--- config.mk ---
export PLATFORM = sky130hd
export DESIGN_NAME = sixteen_bit_timer_core
export DESIGN_NICKNAME = d
export VERILOG_FILES = /design/src/timer_pkg.sv /design/src/sixteen_bit_timer_core.sv
export SDC_FILE = /design/constraint.sdc
export NUM_CORES = 1
export LEC_CHECK = 0
export BUFFER_PORTS_ARGS = -buffer_cell sky130_fd_sc_hd__buf_2
export CORE_ASPECT_RATIO = 1.25
export CORE_MARGIN = 2
export CORE_UTILIZATION = 45
export CTS_BUF_LIST = sky130_fd_sc_hd__clkbuf_8 sky130_fd_sc_hd__clkbuf_16
export DETAILED_ROUTE_END_ITERATION = 10
export HOLD_SLACK_MARGIN = 0.08
export PLACE_DENSITY = 0.64
export SKIP_CTS_REPAIR_TIMING = 1
export SKIP_LAST_GASP = 1
export SYNTH_ARGS = -nofsm -noshare
export SYNTH_HDL_FRONTEND = slang
export SYNTH_SLANG_ARGS = --single-unit
--- constraint.sdc ---
create_clock -name clock -period 6.1 [get_ports clock]
set_input_delay 0.61 -clock clock [delete_from_list [all_inputs] [get_ports clock]]
set_output_delay 0.61 -clock clock [all_outputs]
set_load 0.02 [all_outputs]
--- src/timer_pkg.sv ---
package timer_pkg;

  localparam int unsigned ADDR_W = 8;
  localparam int unsigned N_UNITS = 2;

  // register byte addresses, one 32-bit word each, data in bits 7:0
  localparam logic [7:0] OFS_CTRL_A = 8'h00;
  localparam logic [7:0] OFS_CTRL_B = 8'h04;
  localparam logic [7:0] OFS_CTRL_C = 8'h08;
  localparam logic [7:0] OFS_CNT_LO = 8'h0c;
  localparam logic [7:0] OFS_CNT_HI = 8'h10;
  localparam logic [7:0] OFS_CMPA_LO = 8'h14;
  localparam logic [7:0] OFS_CMPA_HI = 8'h18;
  localparam logic [7:0] OFS_CMPB_LO = 8'h1c;
  localparam logic [7:0] OFS_CMPB_HI = 8'h20;
  localparam logic [7:0] OFS_CAP_LO = 8'h24;
  localparam logic [7:0] OFS_CAP_HI = 8'h28;
  localparam logic [7:0] OFS_FLAGS = 8'h2c;
  localparam logic [7:0] OFS_MASK = 8'h30;
  localparam logic [7:0] OFS_POWER = 8'h34;

  // control A fields
  localparam int unsigned WAVE_LO_LSB = 0;
  localparam int unsigned COM_B_LSB = 4;
  localparam int unsigned COM_A_LSB = 6;
  // control B fields
  localparam int unsigned CS_LSB = 0;
  localparam int unsigned WAVE_HI_LSB = 3;
  localparam int unsigned CAP_EDGE_BIT = 6;
  localparam int unsigned FILTER_EN_BIT = 7;
  // control C fields
  localparam int unsigned CAP_SRC_BIT = 0;
  localparam int unsigned FORCE_B_BIT = 6;
  localparam int unsigned FORCE_A_BIT = 7;
  // power register and flag/mask positions
  localparam int unsigned POWER_BIT = 0;
  localparam int unsigned FLAG_OVF = 0;
  localparam int unsigned FLAG_CMPA = 1;
  localparam int unsigned FLAG_CMPB = 2;
  localparam int unsigned FLAG_CAP = 3;

  // reset values
  localparam logic [7:0] CTRL_RST = 8'h00;
  localparam logic [15:0] WORD_RST = 16'h0000;
  localparam logic [3:0] FLAGS_RST = 4'h0;
  localparam logic [3:0] MASK_RST = 4'h0;
  localparam logic POWER_RST = 1'b0;

  // counter landmarks
  localparam logic [15:0] BOTTOM = 16'h0000;
  localparam logic [15:0] MAX = 16'hffff;
  localparam logic [15:0] TOP_8BIT = 16'h00ff;
  localparam logic [15:0] TOP_9BIT = 16'h01ff;
  localparam logic [15:0] TOP_10BIT = 16'h03ff;

  // clock select codes
  localparam logic [2:0] CS_STOP = 3'h0;
  localparam logic [2:0] CS_DIV1 = 3'h1;
  localparam logic [2:0] CS_DIV8 = 3'h2;
  localparam logic [2:0] CS_DIV64 = 3'h3;
  localparam logic [2:0] CS_DIV256 = 3'h4;
  localparam logic [2:0] CS_DIV1024 = 3'h5;
  localparam logic [2:0] CS_EXT_FALL = 3'h6;
  localparam logic [2:0] CS_EXT_RISE = 3'h7;

  // prescaler taps: tick when the low bits of the divider are all ones
  localparam logic [9:0] PRE_MASK_8 = 10'h007;
  localparam logic [9:0] PRE_MASK_64 = 10'h03f;
  localparam logic [9:0] PRE_MASK_256 = 10'h0ff;
  localparam logic [9:0] PRE_MASK_1024 = 10'h3ff;

  // capture noise filter: equal samples needed before a level is accepted
  localparam int unsigned FILTER_LEN = 4;

endpackage
--- src/sixteen_bit_timer_core.sv ---
// Behaviour
// - count clock from prescaler or external pin
// - no clock selected: counter frozen
// - select zero stops; counter still CPU-accessible
// - CPU counter write beats count/clear
// - 16-bit count/compare/capture, 8-bit controls
// - BOTTOM is 0x0000
// - MAX is 0xFFFF
// - TOP fixed, compare A, or capture
// - compare A as TOP: no PWM on A
// - compare A TOP is double buffered in PWM modes only
// - compare values always checked, drive outputs
// - compare match sets unit's match flag
// - four flags, one register, individually masked
// - edge stores counter; pin or comparator source
// - optional noise filter on capture input
// - capture flag with copy; ack or write-one clears
// - four-bit wave mode split; force bits in C
// - one shared temporary high-byte register
// - low-byte write loads temp plus low
// - low-byte read copies high into temp
// - compare reads bypass temporary register
module sixteen_bit_timer_core (
  input wire logic clock,
  input wire logic rst,
  input wire logic psel,
  input wire logic penable,
  input wire logic pwrite,
  input wire logic [timer_pkg::ADDR_W-1:0] paddr,
  input wire logic [31:0] pwdata,
  output logic [31:0] prdata,
  output logic pready,
  output logic pslverr,
  input wire logic extCountPin,
  input wire logic capturePin,
  input wire logic comparatorOut,
  input wire logic ackOverflow,
  input wire logic ackCompareA,
  input wire logic ackCompareB,
  input wire logic ackCapture,
  output logic irqOverflow,
  output logic irqCompareA,
  output logic irqCompareB,
  output logic irqCapture,
  output logic compareOutA,
  output logic compareOutAEn,
  output logic compareOutB,
  output logic compareOutBEn
);
  import timer_pkg::*;

  logic [7:0] ctrlA_r, ctrlA_nxt, ctrlB_r, ctrlB_nxt;
  logic capSrc_r, capSrc_nxt;
  logic [3:0] mask_r, mask_nxt, flags_r, flags_nxt;
  logic timerPowerOff_r, timerPowerOff_nxt;
  logic [7:0] temp_r, temp_nxt, snap_r, snap_nxt, rd_r, rd_nxt;
  logic [15:0] cnt_r, cnt_nxt, cap_r, cap_nxt;
  logic dirDown_r, dirDown_nxt;
  logic [9:0] presc_r, presc_nxt;
  logic extPrev_r;
  logic [FILTER_LEN-1:0] samp_r, samp_nxt;
  logic capLevel_r, capLevel_nxt;

  logic wrEn, rdSetup, mapped;
  logic [3:0] waveMode;
  logic [2:0] clockSel;
  logic tick, atTop, atBottom, atMax, cntWr, capWr, capEv, capSrcLvl, ovfSet, updEv;
  logic [15:0] topVal;
  logic isPwm, isFast, isDual, isPfc, topOcra, topIcr;
  logic [1:0] comMode [N_UNITS];
  logic [N_UNITS-1:0] forceEv, matchEv;
  logic [15:0] cmpBuf [N_UNITS];
  logic [15:0] cmpAct [N_UNITS];
  logic [N_UNITS-1:0] outPin, outEn;

  // zero-wait slave; read data is latched in the setup cycle
  assign wrEn = psel && penable && pwrite;
  assign rdSetup = psel && !penable && !pwrite;
  assign pready = 1'b1;
  assign pslverr = psel && penable && !mapped;
  assign prdata = {24'h000000, rd_r};

  assign waveMode = {ctrlB_r[WAVE_HI_LSB +: 2], ctrlA_r[WAVE_LO_LSB +: 2]};
  assign clockSel = ctrlB_r[CS_LSB +: 3];
  assign comMode[0] = ctrlA_r[COM_A_LSB +: 2];
  assign comMode[1] = ctrlA_r[COM_B_LSB +: 2];
  assign forceEv[0] = wrEn && paddr == OFS_CTRL_C && pwdata[FORCE_A_BIT] && !isPwm;
  assign forceEv[1] = wrEn && paddr == OFS_CTRL_C && pwdata[FORCE_B_BIT] && !isPwm;

  assign cntWr = wrEn && paddr == OFS_CNT_LO;
  assign capWr = wrEn && paddr == OFS_CAP_LO;
  assign atBottom = cnt_r == BOTTOM;
  assign atMax = cnt_r == MAX;
  assign atTop = cnt_r == topVal;

  // wave mode decode: TOP source and slope
  always_comb begin
    topVal = MAX;
    isFast = 1'b0;
    isDual = 1'b0;
    isPfc = 1'b0;
    topOcra = 1'b0;
    topIcr = 1'b0;
    unique case (waveMode)
      4'h0, 4'hd: topVal = MAX;
      4'h1: begin topVal = TOP_8BIT; isDual = 1'b1; end
      4'h2: begin topVal = TOP_9BIT; isDual = 1'b1; end
      4'h3: begin topVal = TOP_10BIT; isDual = 1'b1; end
      4'h4: begin topVal = cmpAct[0]; topOcra = 1'b1; end
      4'h5: begin topVal = TOP_8BIT; isFast = 1'b1; end
      4'h6: begin topVal = TOP_9BIT; isFast = 1'b1; end
      4'h7: begin topVal = TOP_10BIT; isFast = 1'b1; end
      4'h8: begin topVal = cap_r; topIcr = 1'b1; isDual = 1'b1; isPfc = 1'b1; end
      4'h9: begin topVal = cmpAct[0]; topOcra = 1'b1; isDual = 1'b1; isPfc = 1'b1; end
      4'ha: begin topVal = cap_r; topIcr = 1'b1; isDual = 1'b1; end
      4'hb: begin topVal = cmpAct[0]; topOcra = 1'b1; isDual = 1'b1; end
      4'hc: begin topVal = cap_r; topIcr = 1'b1; end
      4'he: begin topVal = cap_r; topIcr = 1'b1; isFast = 1'b1; end
      4'hf: begin topVal = cmpAct[0]; topOcra = 1'b1; isFast = 1'b1; end
    endcase
    isPwm = isFast || isDual;
  end

  // timer clock enable; power-off and code zero hold it low
  always_comb begin
    presc_nxt = presc_r + 10'h001;
    unique case (clockSel)
      CS_STOP: tick = 1'b0;
      CS_DIV1: tick = 1'b1;
      CS_DIV8: tick = (presc_r & PRE_MASK_8) == PRE_MASK_8;
      CS_DIV64: tick = (presc_r & PRE_MASK_64) == PRE_MASK_64;
      CS_DIV256: tick = (presc_r & PRE_MASK_256) == PRE_MASK_256;
      CS_DIV1024: tick = (presc_r & PRE_MASK_1024) == PRE_MASK_1024;
      CS_EXT_FALL: tick = extPrev_r && !extCountPin;
      CS_EXT_RISE: tick = !extPrev_r && extCountPin;
    endcase
    if (timerPowerOff_r) begin
      tick = 1'b0;
    end
  end

  // counter: bidirectional in dual-slope modes
  always_comb begin
    cnt_nxt = cnt_r;
    dirDown_nxt = dirDown_r;
    if (cntWr) begin
      cnt_nxt = {temp_r, pwdata[7:0]};
    end else if (tick) begin
      if (isDual) begin
        if (!dirDown_r) begin
          if (cnt_r >= topVal && !atBottom) begin
            dirDown_nxt = 1'b1;
            cnt_nxt = cnt_r - 16'h0001;
          end else if (!atTop) begin
            cnt_nxt = cnt_r + 16'h0001;
          end
        end else if (atBottom) begin
          dirDown_nxt = 1'b0;
          cnt_nxt = cnt_r + 16'h0001;
        end else begin
          cnt_nxt = cnt_r - 16'h0001;
        end
      end else begin
        // past a lowered TOP the count runs on to MAX and wraps
        cnt_nxt = atTop ? BOTTOM : cnt_r + 16'h0001;
        dirDown_nxt = 1'b0;
      end
    end
  end

  always_comb begin
    if (isFast) begin
      ovfSet = tick && atTop;
    end else if (isDual) begin
      ovfSet = tick && atBottom && dirDown_r;
    end else begin
      ovfSet = tick && atMax;
    end
    // new compare values take effect at TOP, or BOTTOM in the PFC modes
    updEv = tick && (isPfc ? (atBottom && dirDown_r) : atTop);
  end

  // compare units
  for (genvar i = 0; i < N_UNITS; i++) begin : gUnit
    localparam logic [7:0] LO_OFS = (i == 0) ? OFS_CMPA_LO : OFS_CMPB_LO;
    logic [15:0] buf_r, buf_nxt, act_r, act_nxt;
    logic out_r, out_nxt, lockPwm, invert;

    assign lockPwm = (i == 0) && topOcra && isPwm;
    assign invert = comMode[i] == 2'h3;
    assign matchEv[i] = tick && !cntWr && cnt_r == act_r;
    assign cmpBuf[i] = buf_r;
    assign cmpAct[i] = act_r;
    assign outPin[i] = out_r;
    // in PWM modes a toggle setting leaves the pin undriven; A with compare A as TOP drives it only when set to toggle
    assign outEn[i] = comMode[i] != 2'h0 && !(isPwm && (lockPwm ? comMode[i] != 2'h1 : comMode[i] == 2'h1));

    always_comb begin
      buf_nxt = buf_r;
      act_nxt = act_r;
      out_nxt = out_r;
      if (wrEn && paddr == LO_OFS) begin
        buf_nxt = {temp_r, pwdata[7:0]};
        if (!isPwm) begin
          act_nxt = buf_nxt;
        end
      end else if (isPwm && updEv) begin
        act_nxt = buf_r;
      end
      if (!isPwm) begin
        if (matchEv[i] || forceEv[i]) begin
          unique case (comMode[i])
            2'h0: out_nxt = out_r;
            2'h1: out_nxt = !out_r;
            2'h2: out_nxt = 1'b0;
            2'h3: out_nxt = 1'b1;
          endcase
        end
      end else if (comMode[i] == 2'h1) begin
        if (lockPwm && matchEv[i]) begin
          out_nxt = !out_r;
        end
      end else if (comMode[i] != 2'h0 && !lockPwm) begin
        if (isFast) begin
          if (tick && atTop) begin
            out_nxt = !invert;
          end else if (matchEv[i]) begin
            out_nxt = invert;
          end
        end else if (matchEv[i]) begin
          out_nxt = dirDown_r ? !invert : invert;
        end
      end
    end

    always_ff @(posedge clock) begin
      if (rst) begin
        buf_r <= WORD_RST;
        act_r <= WORD_RST;
        out_r <= 1'b0;
      end else begin
        buf_r <= buf_nxt;
        act_r <= act_nxt;
        out_r <= out_nxt;
      end
    end
  end

  assign compareOutA = outPin[0];
  assign compareOutB = outPin[1];
  assign compareOutAEn = outEn[0];
  assign compareOutBEn = outEn[1];

  // capture path
  always_comb begin
    capSrcLvl = capSrc_r ? comparatorOut : capturePin;
    samp_nxt = {samp_r[FILTER_LEN-2:0], capSrcLvl};
    capLevel_nxt = capSrcLvl;
    if (ctrlB_r[FILTER_EN_BIT]) begin
      // costs FILTER_LEN cycles of latency on every edge
      if (&samp_r) begin
        capLevel_nxt = 1'b1;
      end else if (~|samp_r) begin
        capLevel_nxt = 1'b0;
      end else begin
        capLevel_nxt = capLevel_r;
      end
    end
    // in ICR-as-TOP modes the capture register is not overwritten
    capEv = capLevel_nxt != capLevel_r && capLevel_nxt == ctrlB_r[CAP_EDGE_BIT] && !topIcr && !timerPowerOff_r;
    cap_nxt = cap_r;
    if (capWr) begin
      cap_nxt = {temp_r, pwdata[7:0]};
    end else if (capEv) begin
      cap_nxt = cnt_r;
    end
  end

  // flags: a set in the same cycle as a clear wins
  always_comb begin
    logic [3:0] setV;
    logic [3:0] clrV;
    setV = 4'h0;
    clrV = 4'h0;
    setV[FLAG_OVF] = ovfSet;
    setV[FLAG_CMPA] = matchEv[0];
    setV[FLAG_CMPB] = matchEv[1];
    setV[FLAG_CAP] = (capEv && !capWr) || (topIcr && tick && atTop);
    if (wrEn && paddr == OFS_FLAGS) begin
      clrV = pwdata[3:0];
    end
    clrV[FLAG_OVF] = clrV[FLAG_OVF] | ackOverflow;
    clrV[FLAG_CMPA] = clrV[FLAG_CMPA] | ackCompareA;
    clrV[FLAG_CMPB] = clrV[FLAG_CMPB] | ackCompareB;
    clrV[FLAG_CAP] = clrV[FLAG_CAP] | ackCapture;
    flags_nxt = (flags_r & ~clrV) | setV;
  end

  assign irqOverflow = flags_r[FLAG_OVF] && mask_r[FLAG_OVF];
  assign irqCompareA = flags_r[FLAG_CMPA] && mask_r[FLAG_CMPA];
  assign irqCompareB = flags_r[FLAG_CMPB] && mask_r[FLAG_CMPB];
  assign irqCapture = flags_r[FLAG_CAP] && mask_r[FLAG_CAP];

  // register file, temporary byte and read path
  always_comb begin
    ctrlA_nxt = ctrlA_r;
    ctrlB_nxt = ctrlB_r;
    capSrc_nxt = capSrc_r;
    mask_nxt = mask_r;
    timerPowerOff_nxt = timerPowerOff_r;
    temp_nxt = temp_r;
    snap_nxt = snap_r;
    rd_nxt = rd_r;
    mapped = 1'b1;
    unique case (paddr)
      OFS_CTRL_A, OFS_CTRL_B, OFS_CTRL_C, OFS_CNT_LO, OFS_CNT_HI, OFS_CMPA_LO, OFS_CMPA_HI,
      OFS_CMPB_LO, OFS_CMPB_HI, OFS_CAP_LO, OFS_CAP_HI, OFS_FLAGS, OFS_MASK, OFS_POWER: mapped = 1'b1;
      default: mapped = 1'b0;
    endcase
    if (wrEn) begin
      unique case (paddr)
        OFS_CTRL_A: ctrlA_nxt = pwdata[7:0];
        OFS_CTRL_B: ctrlB_nxt = pwdata[7:0];
        OFS_CTRL_C: capSrc_nxt = pwdata[CAP_SRC_BIT];
        OFS_MASK: mask_nxt = pwdata[3:0];
        OFS_POWER: timerPowerOff_nxt = pwdata[POWER_BIT];
        OFS_CNT_HI, OFS_CMPA_HI, OFS_CMPB_HI, OFS_CAP_HI: temp_nxt = pwdata[7:0];
        default: temp_nxt = temp_r;
      endcase
    end
    // high byte is snapped with the low byte so both halves match
    if (psel && penable && !pwrite && (paddr == OFS_CNT_LO || paddr == OFS_CAP_LO)) begin
      temp_nxt = snap_r;
    end
    if (rdSetup) begin
      unique case (paddr)
        OFS_CTRL_A: rd_nxt = ctrlA_r;
        OFS_CTRL_B: rd_nxt = ctrlB_r;
        OFS_CTRL_C: rd_nxt = {7'h00, capSrc_r};
        OFS_CNT_LO: begin rd_nxt = cnt_r[7:0]; snap_nxt = cnt_r[15:8]; end
        OFS_CNT_HI, OFS_CAP_HI: rd_nxt = temp_r;
        OFS_CMPA_LO: rd_nxt = cmpBuf[0][7:0];
        OFS_CMPA_HI: rd_nxt = cmpBuf[0][15:8];
        OFS_CMPB_LO: rd_nxt = cmpBuf[1][7:0];
        OFS_CMPB_HI: rd_nxt = cmpBuf[1][15:8];
        OFS_CAP_LO: begin rd_nxt = cap_r[7:0]; snap_nxt = cap_r[15:8]; end
        OFS_FLAGS: rd_nxt = {4'h0, flags_r};
        OFS_MASK: rd_nxt = {4'h0, mask_r};
        OFS_POWER: rd_nxt = {7'h00, timerPowerOff_r};
        default: rd_nxt = 8'h00;
      endcase
    end
  end

  always_ff @(posedge clock) begin
    if (rst) begin
      ctrlA_r <= CTRL_RST;
      ctrlB_r <= CTRL_RST;
      capSrc_r <= 1'b0;
      mask_r <= MASK_RST;
      flags_r <= FLAGS_RST;
      timerPowerOff_r <= POWER_RST;
      temp_r <= 8'h00;
      snap_r <= 8'h00;
      rd_r <= 8'h00;
      cnt_r <= WORD_RST;
      cap_r <= WORD_RST;
      dirDown_r <= 1'b0;
      presc_r <= 10'h000;
      extPrev_r <= 1'b0;
      samp_r <= '0;
      capLevel_r <= 1'b0;
    end else begin
      ctrlA_r <= ctrlA_nxt;
      ctrlB_r <= ctrlB_nxt;
      capSrc_r <= capSrc_nxt;
      mask_r <= mask_nxt;
      flags_r <= flags_nxt;
      timerPowerOff_r <= timerPowerOff_nxt;
      temp_r <= temp_nxt;
      snap_r <= snap_nxt;
      rd_r <= rd_nxt;
      cnt_r <= cnt_nxt;
      cap_r <= cap_nxt;
      dirDown_r <= dirDown_nxt;
      presc_r <= presc_nxt;
      extPrev_r <= extCountPin;
      samp_r <= samp_nxt;
      capLevel_r <= capLevel_nxt;
    end
  end

endmodule

==> results of run 1 <==
power by group:
group	switching (mW)	total [mW]	leakage (nW)	internal (mW)
sequential	0.00520	1.09	1.33	1.08
combinational	0.0818	0.108	2.33	0.0259
clock	0.482	1.08	0.289	0.602
Yosys cell counts, types with 29 or more instances:
cell	number	area (sq um)
nand2_1	113	424
nand3_1	76	380
a22oi_1	30	225
a21oi_1	95	475
dfxtp_1	165	3300
mux2_2	35	394
o21ai_0	29	145
mux2i_1	42	420
nor2_1	133	499
nor3_1	33	165
clkbuf_1	66	248
a211oi_1	45	338
nor2b_1	43	269
layout by cell type, fill, tap and decap left out, types with 9 or more instances in the layout:
master | synthesis | routed
a211oi_1 | 45 | 45
nand2_1 | 113 | 113
dfxtp_1 | 165 | 165
nor2_1 | 133 | 132
mux2_2 | 35 | 35
clkbuf_16 | 0 | 17
nand2b_1 | 9 | 9
o21ai_0 | 29 | 28
buf_4 | 27 | 21
and2_1 | 9 | 9
ha_1 | 21 | 21
nand4_1 | 18 | 18
xor2_1 | 25 | 25
buf_2 | 10 | 43
a22oi_1 | 30 | 30
nand3_1 | 76 | 76
inv_1 | 16 | 18
nor3_1 | 33 | 33
xnor2_1 | 20 | 20
nor2b_1 | 43 | 43
a221oi_1 | 15 | 15
mux2i_1 | 42 | 42
conb_1 | 2 | 25
a21oi_1 | 95 | 95
nor4_1 | 23 | 23
cell type report:
class,instances,share of cell area
multi-input combinational,933,0.553
sequential,165,0.317
clock buffer,20,0.0448
timing repair buffer,64,0.0358
tap,274,0.0329
clock inverter,12,0.0112
inverter,16,0.00576
sequential cells by signal (all words and copies together) (netlist names):
signal and flops:
cnt_r 16, timerPowerOff_r 1, compareOutA 1, snap_r 8, cap_r 16, presc_r 10, dirDown_r 1, rd_r 8
temp_r 8, flags_r 4, mask_r 4, ctrlB_r 8, capSrc_r 1, ctrlA_r 8, gUnit.buf_r 32, capLevel_r 1
extPrev_r 1, samp_r 4, gUnit.act_r 32, compareOutB 1
worst max-delay path, stage by stage, from the launching register on:
cell and delay [ns]:
dfxtp_1 0.78, nor2b_1 0.91, nand2_1 0.27, o21a_1 0.24, o22ai_1 0.16, ha_1 0.21, nand3_1 0.08, or4_4 0.49
or2_1 0.34, a21oi_1 0.20, nand2_1 0.25, a221o_1 0.42, a21oi_1 0.22, nor4_1 0.07
worst min-delay path by stage:
| stage | start | endpoint | slack, ns |
|---|---|---|---|
| CTS | extCountPin | extPrev_r | 0.40 |
| global placement | presc_r[0] | presc_r[0] | 0.44 |
| finish | extCountPin | extPrev_r | 0.42 |
| detailed placement | presc_r[0] | presc_r[0] | 0.45 |
| floorplan | presc_r[0] | presc_r[0] | 0.43 |
| global route | extCountPin | extPrev_r | 0.42 |
cells by family after synthesis:
family | synth area share
other | 0.000783
and+or+nand+nor | 0.255
muxes | 0.0877
xor gates and xnor gates | 0.0411
DFF | 0.344
adders and majority gates | 0.0274
buffers and inverters | 0.0648
AOI/OAI and AO/OA | 0.179
metal layers:
layer,routed length [um],vias to the layer above,share of wire
met5,0,-,0
li1,-,4287,-
met1,13100,4272,0.41
met3,2280,95,0.071
met2,14800,417,0.46
met4,1820,0,0.057
==> results.json, run 1 <==
{
  "place_ws_ns": 1.34,
  "drive_above_1_share": 0.123,
  "power-per-cell-area_nw_per_um2": 219,
  "first_pass_iters": 6,
  "area_growth_pct": 8.66,
  "fill_cells": 2029,
  "worstSetupEndpoint": "cnt_r[6]",
  "final_area_sq_um": 10400,
  "synth.distinct_cells": 73,
  "slew-limit-headroom": 0.194,
  "start_kind": "register",
  "fin_setup_tns_ns": 0,
  "hold_depth": 2,
  "grt_max_degree": 76,
  "numPortBuffers": 44,
  "cp-startpoint": "ctrlB_r[3]",
  "met2_usage": 0.448,
  "grt.total_usage": 0.283,
  "grt_pass1_vias": 8182,
  "first_iter_violations": 1103,
  "drv_slew": 0,
  "layout_min_cycle_time_ns": 4.79,
  "critPathMaxFanout": 16,
  "hpwlAfterDp_um": 22000,
  "worstSetupPathType": "register to register",
  "cts_root_buf": "clkbuf_16",
  "layout_setup_ws_ns": 1.31,
  "initial_core_util": 0.459,
  "synth-edff-count": 0,
  "reg2reg_depth": 13,
  "cts_inserted_buffers": 17,
  "stdcell_count": 1484,
  "grt.overflow.total": 0,
  "hold_class": "input pin to register",
  "dp_cells": 1452,
  "peakVddDrop_mv": 0.222,
  "cts.path.max_buffers": 2,
  "skew_ns": 0.0144,
  "ys_warn_count": 0,
  "cts-htree-levels": 4,
  "rsz0062_at_grt": "no",
  "whs_ns": 0.415,
  "dpl-instance-area_sq_um": 9840,
  "utilization": 0.499,
  "max_freq_mhz": 209,
  "syn_inst": 1207,
  "pin_count": 94,
  "arrival_ns": 5.08,
  "worst_pin_slew_ns": 1.19,
  "num_antenna_cells": 0,
  "async_flop_share": 0,
  "ys_seq_area_frac": 0.344,
  "status": "finished, final reports clean",
  "fin_nets": 1270,
  "clk_latency_ns": 0.44,
  "cp-end-kind": "register",
  "drc": 0,
  "met1_usage": 0.368,
  "fin_crit_sh": 0.785,
  "final_antenna_net_count": 0,
  "grtUsageMet3": 0.0397,
  "finalHoldViolCount": 0,
  "cap_violations": 0,
  "seq_area_sq_um": 3300,
  "avgSynthCellArea_sq_um": 7.95,
  "gp_congestion": 0.949,
  "multiInputGateArea_sq_um": 5770,
  "dieArea_sq_um": 22500,
  "synth_ff_type": "dfxtp_1",
  "grt_pass1_wl_um": 48400,
  "core_sq_um": 20900,
  "reg2reg_from": "ctrlB_r[3]",
  "cts.sinks": 165,
  "synth_seq_cells": 165,
  "cts.clk_slew.worst_paths_ns": 0.07,
  "die_w_um": 135,
  "syn_area_sq_um": 9600,
  "power.leakage_nw": 3.95,
  "avgRoutedWirePerCell_um": 21.6,
  "routed-via-count": 9071,
  "rrSetupSlack_ns": 1.31,
  "crit_required_ns": 6.39,
  "grt_antenna_before_repair": 0,
  "power_mw": 2.28,
  "die_h_um": 167,
  "setup_viol": 0,
  "std_cell_rows": 59,
  "cts_tree": "built",
  "r2r_end": "cnt_r[6]",
  "grt.busiest_layer": "met2",
  "via_per_inst": 6.11,
  "routed_wirelength_um": 32100
}
Note: power is estimated with default switching activity, not from simulation.
==> run 2: changes to the inputs <==
Settings changed: ABC_AREA set to 1, PLACE_DENSITY 0.64 to 0.67.
Clock period 6.1 ns to 4 ns, I/O delays scaled along.
==> run 2 against run 1 <==
Count of clock-buffer cells in the layout down 3; critical path type unchanged; wire length up 11%; area after synthesis up 3.7%; cell area up 4.0%; largest cell class unchanged; first-iteration DRC count up 22%.
==> results.json, run 2 <==
{
  "status": "finished, final reports clean",
  "numPortBuffers": 44,
  "reg2reg_depth": 22,
  "top_regs": "gUnit.act_r (32), gUnit.buf_r (32)",
  "rrSetupSlack_ns": 0.32,
  "grt.total_usage": 0.313,
  "synth.most_common_cell": "nand2_1",
  "syn_inst": 1483,
  "cap_violations": 0,
  "setup_viol": 0,
  "hpwlAfterDp_um": 26500,
  "crit_required_ns": 4.39,
  "grt_max_degree": 83,
  "netlist.top_cell.by_area": "dfxtp_1",
  "avgRoutedWirePerCell_um": 19.8,
  "ys_seq_area_frac": 0.332,
  "ys_warn_count": 0,
  "min_to": "extPrev_r",
  "cts.clk_slew.worst_paths_ns": 0.07,
  "arrival_ns": 4.07,
  "dp_cells": 1761,
  "drc": 0,
  "grt_pass1_vias": 9481,
  "cts.sinks": 165,
  "synthDominantCellAreaShare": 0.332,
  "async_flop_share": 0,
  "stdcell_count": 1794,
  "final_antenna_net_count": 0,
  "core_sq_um": 21600,
  "critPathMaxFanout": 18,
  "fill_cells": 2226,
  "power-per-cell-area_nw_per_um2": 327,
  "cp-end-kind": "register",
  "std_cell_rows": 60,
  "rsz0062_at_grt": "no",
  "clk_latency_ns": 0.44,
  "cts.path.max_buffers": 2,
  "cts_tree": "built",
  "via_per_inst": 5.71,
  "grt_pass1_wl_um": 54300,
  "max_freq_mhz": 271,
  "drive_above_1_share": 0.118,
  "dieArea_sq_um": 23300,
  "synth-simple-area-share": 0.295,
  "start_kind": "register",
  "grt_antenna_before_repair": 1,
  "hold_depth": 3,
  "cts_root_buf": "clkbuf_16",
  "synth-compound-area-share": 0.187,
  "syn_area_sq_um": 9960,
  "area_growth_pct": 8.89,
  "gp_congestion": 1.03,
  "synthTopCellsByArea": "dfxtp_1 (33%), nand2_1 (12%), o21ai_0 (6.6%), a21oi_1 (6.6%), nand3_1 (6.0%)",
  "fin_crit_sh": 0.921,
  "hold_class": "input pin to register",
  "synth.distinct_cells": 50,
  "routed-via-count": 10200,
  "power.leakage_nw": 4.58,
  "synth_fa_ha_area_frac": 0.0264,
  "synth_xor_area_frac": 0.0466,
  "layout_min_cycle_time_ns": 3.68,
  "worst_pin_slew_ns": 0.960,
  "skew_ns": 0.0119,
  "mostFrequentLayoutCell": "nand2_1",
  "initial_core_util": 0.460,
  "synth-edff-count": 0,
  "synthTopCellsByCount": "nand2_1 (331), dfxtp_1 (165), nor2_1 (148), o21ai_0 (132), a21oi_1 (131)",
  "reg2reg_from": "ctrlB_r[3]",
  "fin_nets": 1574,
  "synth_mux_area_frac": 0.00101,
  "first_pass_iters": 6,
  "worstSetupPathType": "register to register",
  "drv_slew": 0,
  "first_iter_violations": 1345,
  "grt.overflow.total": 0,
  "cts_inserted_buffers": 17,
  "pin_count": 94,
  "synth_seq_cells": 165,
  "die_w_um": 137,
  "peakVddDrop_mv": 0.295,
  "cts-htree-levels": 4,
  "fin_setup_tns_ns": 0,
  "avgSynthCellArea_sq_um": 6.71,
  "r2r_end": "cnt_r[3]",
  "slew-limit-headroom": 0.360,
  "synth_ff_type": "dfxtp_1",
  "finalHoldViolCount": 0,
  "die_h_um": 170,
  "routed_wirelength_um": 35600,
  "min_from": "extCountPin",
  "final_cell_mix": "nand2_1 (331), dfxtp_1 (165), nor2_1 (148)",
  "synth_top_family_by_area": "simple AND/OR/NAND/NOR gates"
}
[run 2: cell types whose count changed in the layout (fill, tap and decap cells not counted), moves of 21 or more]
cell / change
o21ai_0: +104
a211oi_1: -37
nand3_1: +43
mux2i_1: -41
a21oi_1: +36
inv_2: +22
nor2b_1: -43
mux2_2: -35
a22oi_1: -21
nor3_1: -27
nand2_1: +218
inv_1: +97
[run 2: per-stage QoR]
step           worst slack, ns  area, sq um  total power [mW]  utilization  hold slack, ns
6_report                 0.316        10800              3.54        0.501           0.230
5_1_grt                 0.0806        10800              3.63        0.501           0.246
4_1_cts                  0.425        10800              3.54        0.501           0.236
3_5_place_dp             0.464        10200              1.86        0.474           0.431
3_3_place_gp             0.499        10200              1.85        0.474           0.427
2_1_floorplan            0.914        10000              1.81            -           0.417
[run 2: worst max path at each step]
| stage | startpoint | endpoint | slack (ns) |
|---|---|---|---|
| 6_report | ctrlB_r[3] | cnt_r[3] | 0.32 |
| 3_3_place_gp | ctrlB_r[3] | cnt_r[3] | 0.50 |
| 3_5_place_dp | ctrlB_r[3] | cnt_r[3] | 0.46 |
| 5_1_grt | ctrlB_r[3] | cnt_r[2] | 0.08 |
| 2_1_floorplan | ctrlB_r[3] | cnt_r[11] | 0.91 |
| 4_1_cts | ctrlB_r[3] | cnt_r[3] | 0.42 |
[run 2: area by class of cell]
cell class / count / area [sq um] / share of cell area
antenna: 1 / 2.50 / 0.000231
clock buffer: 17 / 425 / 0.0392
clock inverter: 15 / 173 / 0.0159
inverter: 140 / 533 / 0.0492
multi-input combinational: 1106 / 5630 / 0.520
sequential: 165 / 3300 / 0.305
tap: 279 / 349 / 0.0322
timing repair buffer: 71 / 423 / 0.0390
[run 2: cells by family (layout without fill, tap and decap cells)]
kind of cell	after synthesis	in the layout
flops	165	165
simple gates	670	670
compound gates	336	336
mux	1	1
xor+xnor	53	53
other cells	2	26
fa+ha+maj	21	21
buf+inv	235	243
[run 2: routing by layer]
layer  vias up  part of all wire  GRT usage
li1       4893                 -          -
met1      4679              0.39      0.383
met2       535              0.46      0.502
met3       132             0.090     0.0643
met4         0             0.065      0.185
met5         -                 0          0
[run 2: critical path: stages, from the launching register on]
cell	delay, ns
dfxtp_1	0.39
inv_1	0.10
o211ai_1	0.34
o21ai_2	0.14
inv_1	0.10
nand3_1	0.12
inv_2	0.25
a221oi_1	0.10
ha_1	0.31
nand2_1	0.07
nor2_1	0.15
nand2_1	0.14
nor2_4	0.34
inv_2	0.12
nor3_2	0.19
nand2_2	0.09
o21ai_4	0.23
inv_2	0.11
nand2_1	0.14
nor2_1	0.06
nand3_1	0.06
nand2_1	0.05
inv_1	0.04
[run 2: power breakdown]
part	total [mW]	internal [mW]	leakage, nW	switching, mW
clock network	1.72	0.900	0.297	0.824
logic	0.167	0.0353	2.95	0.132
registers	1.65	1.65	1.33	0.00544
total	3.54	2.58	4.58	0.961
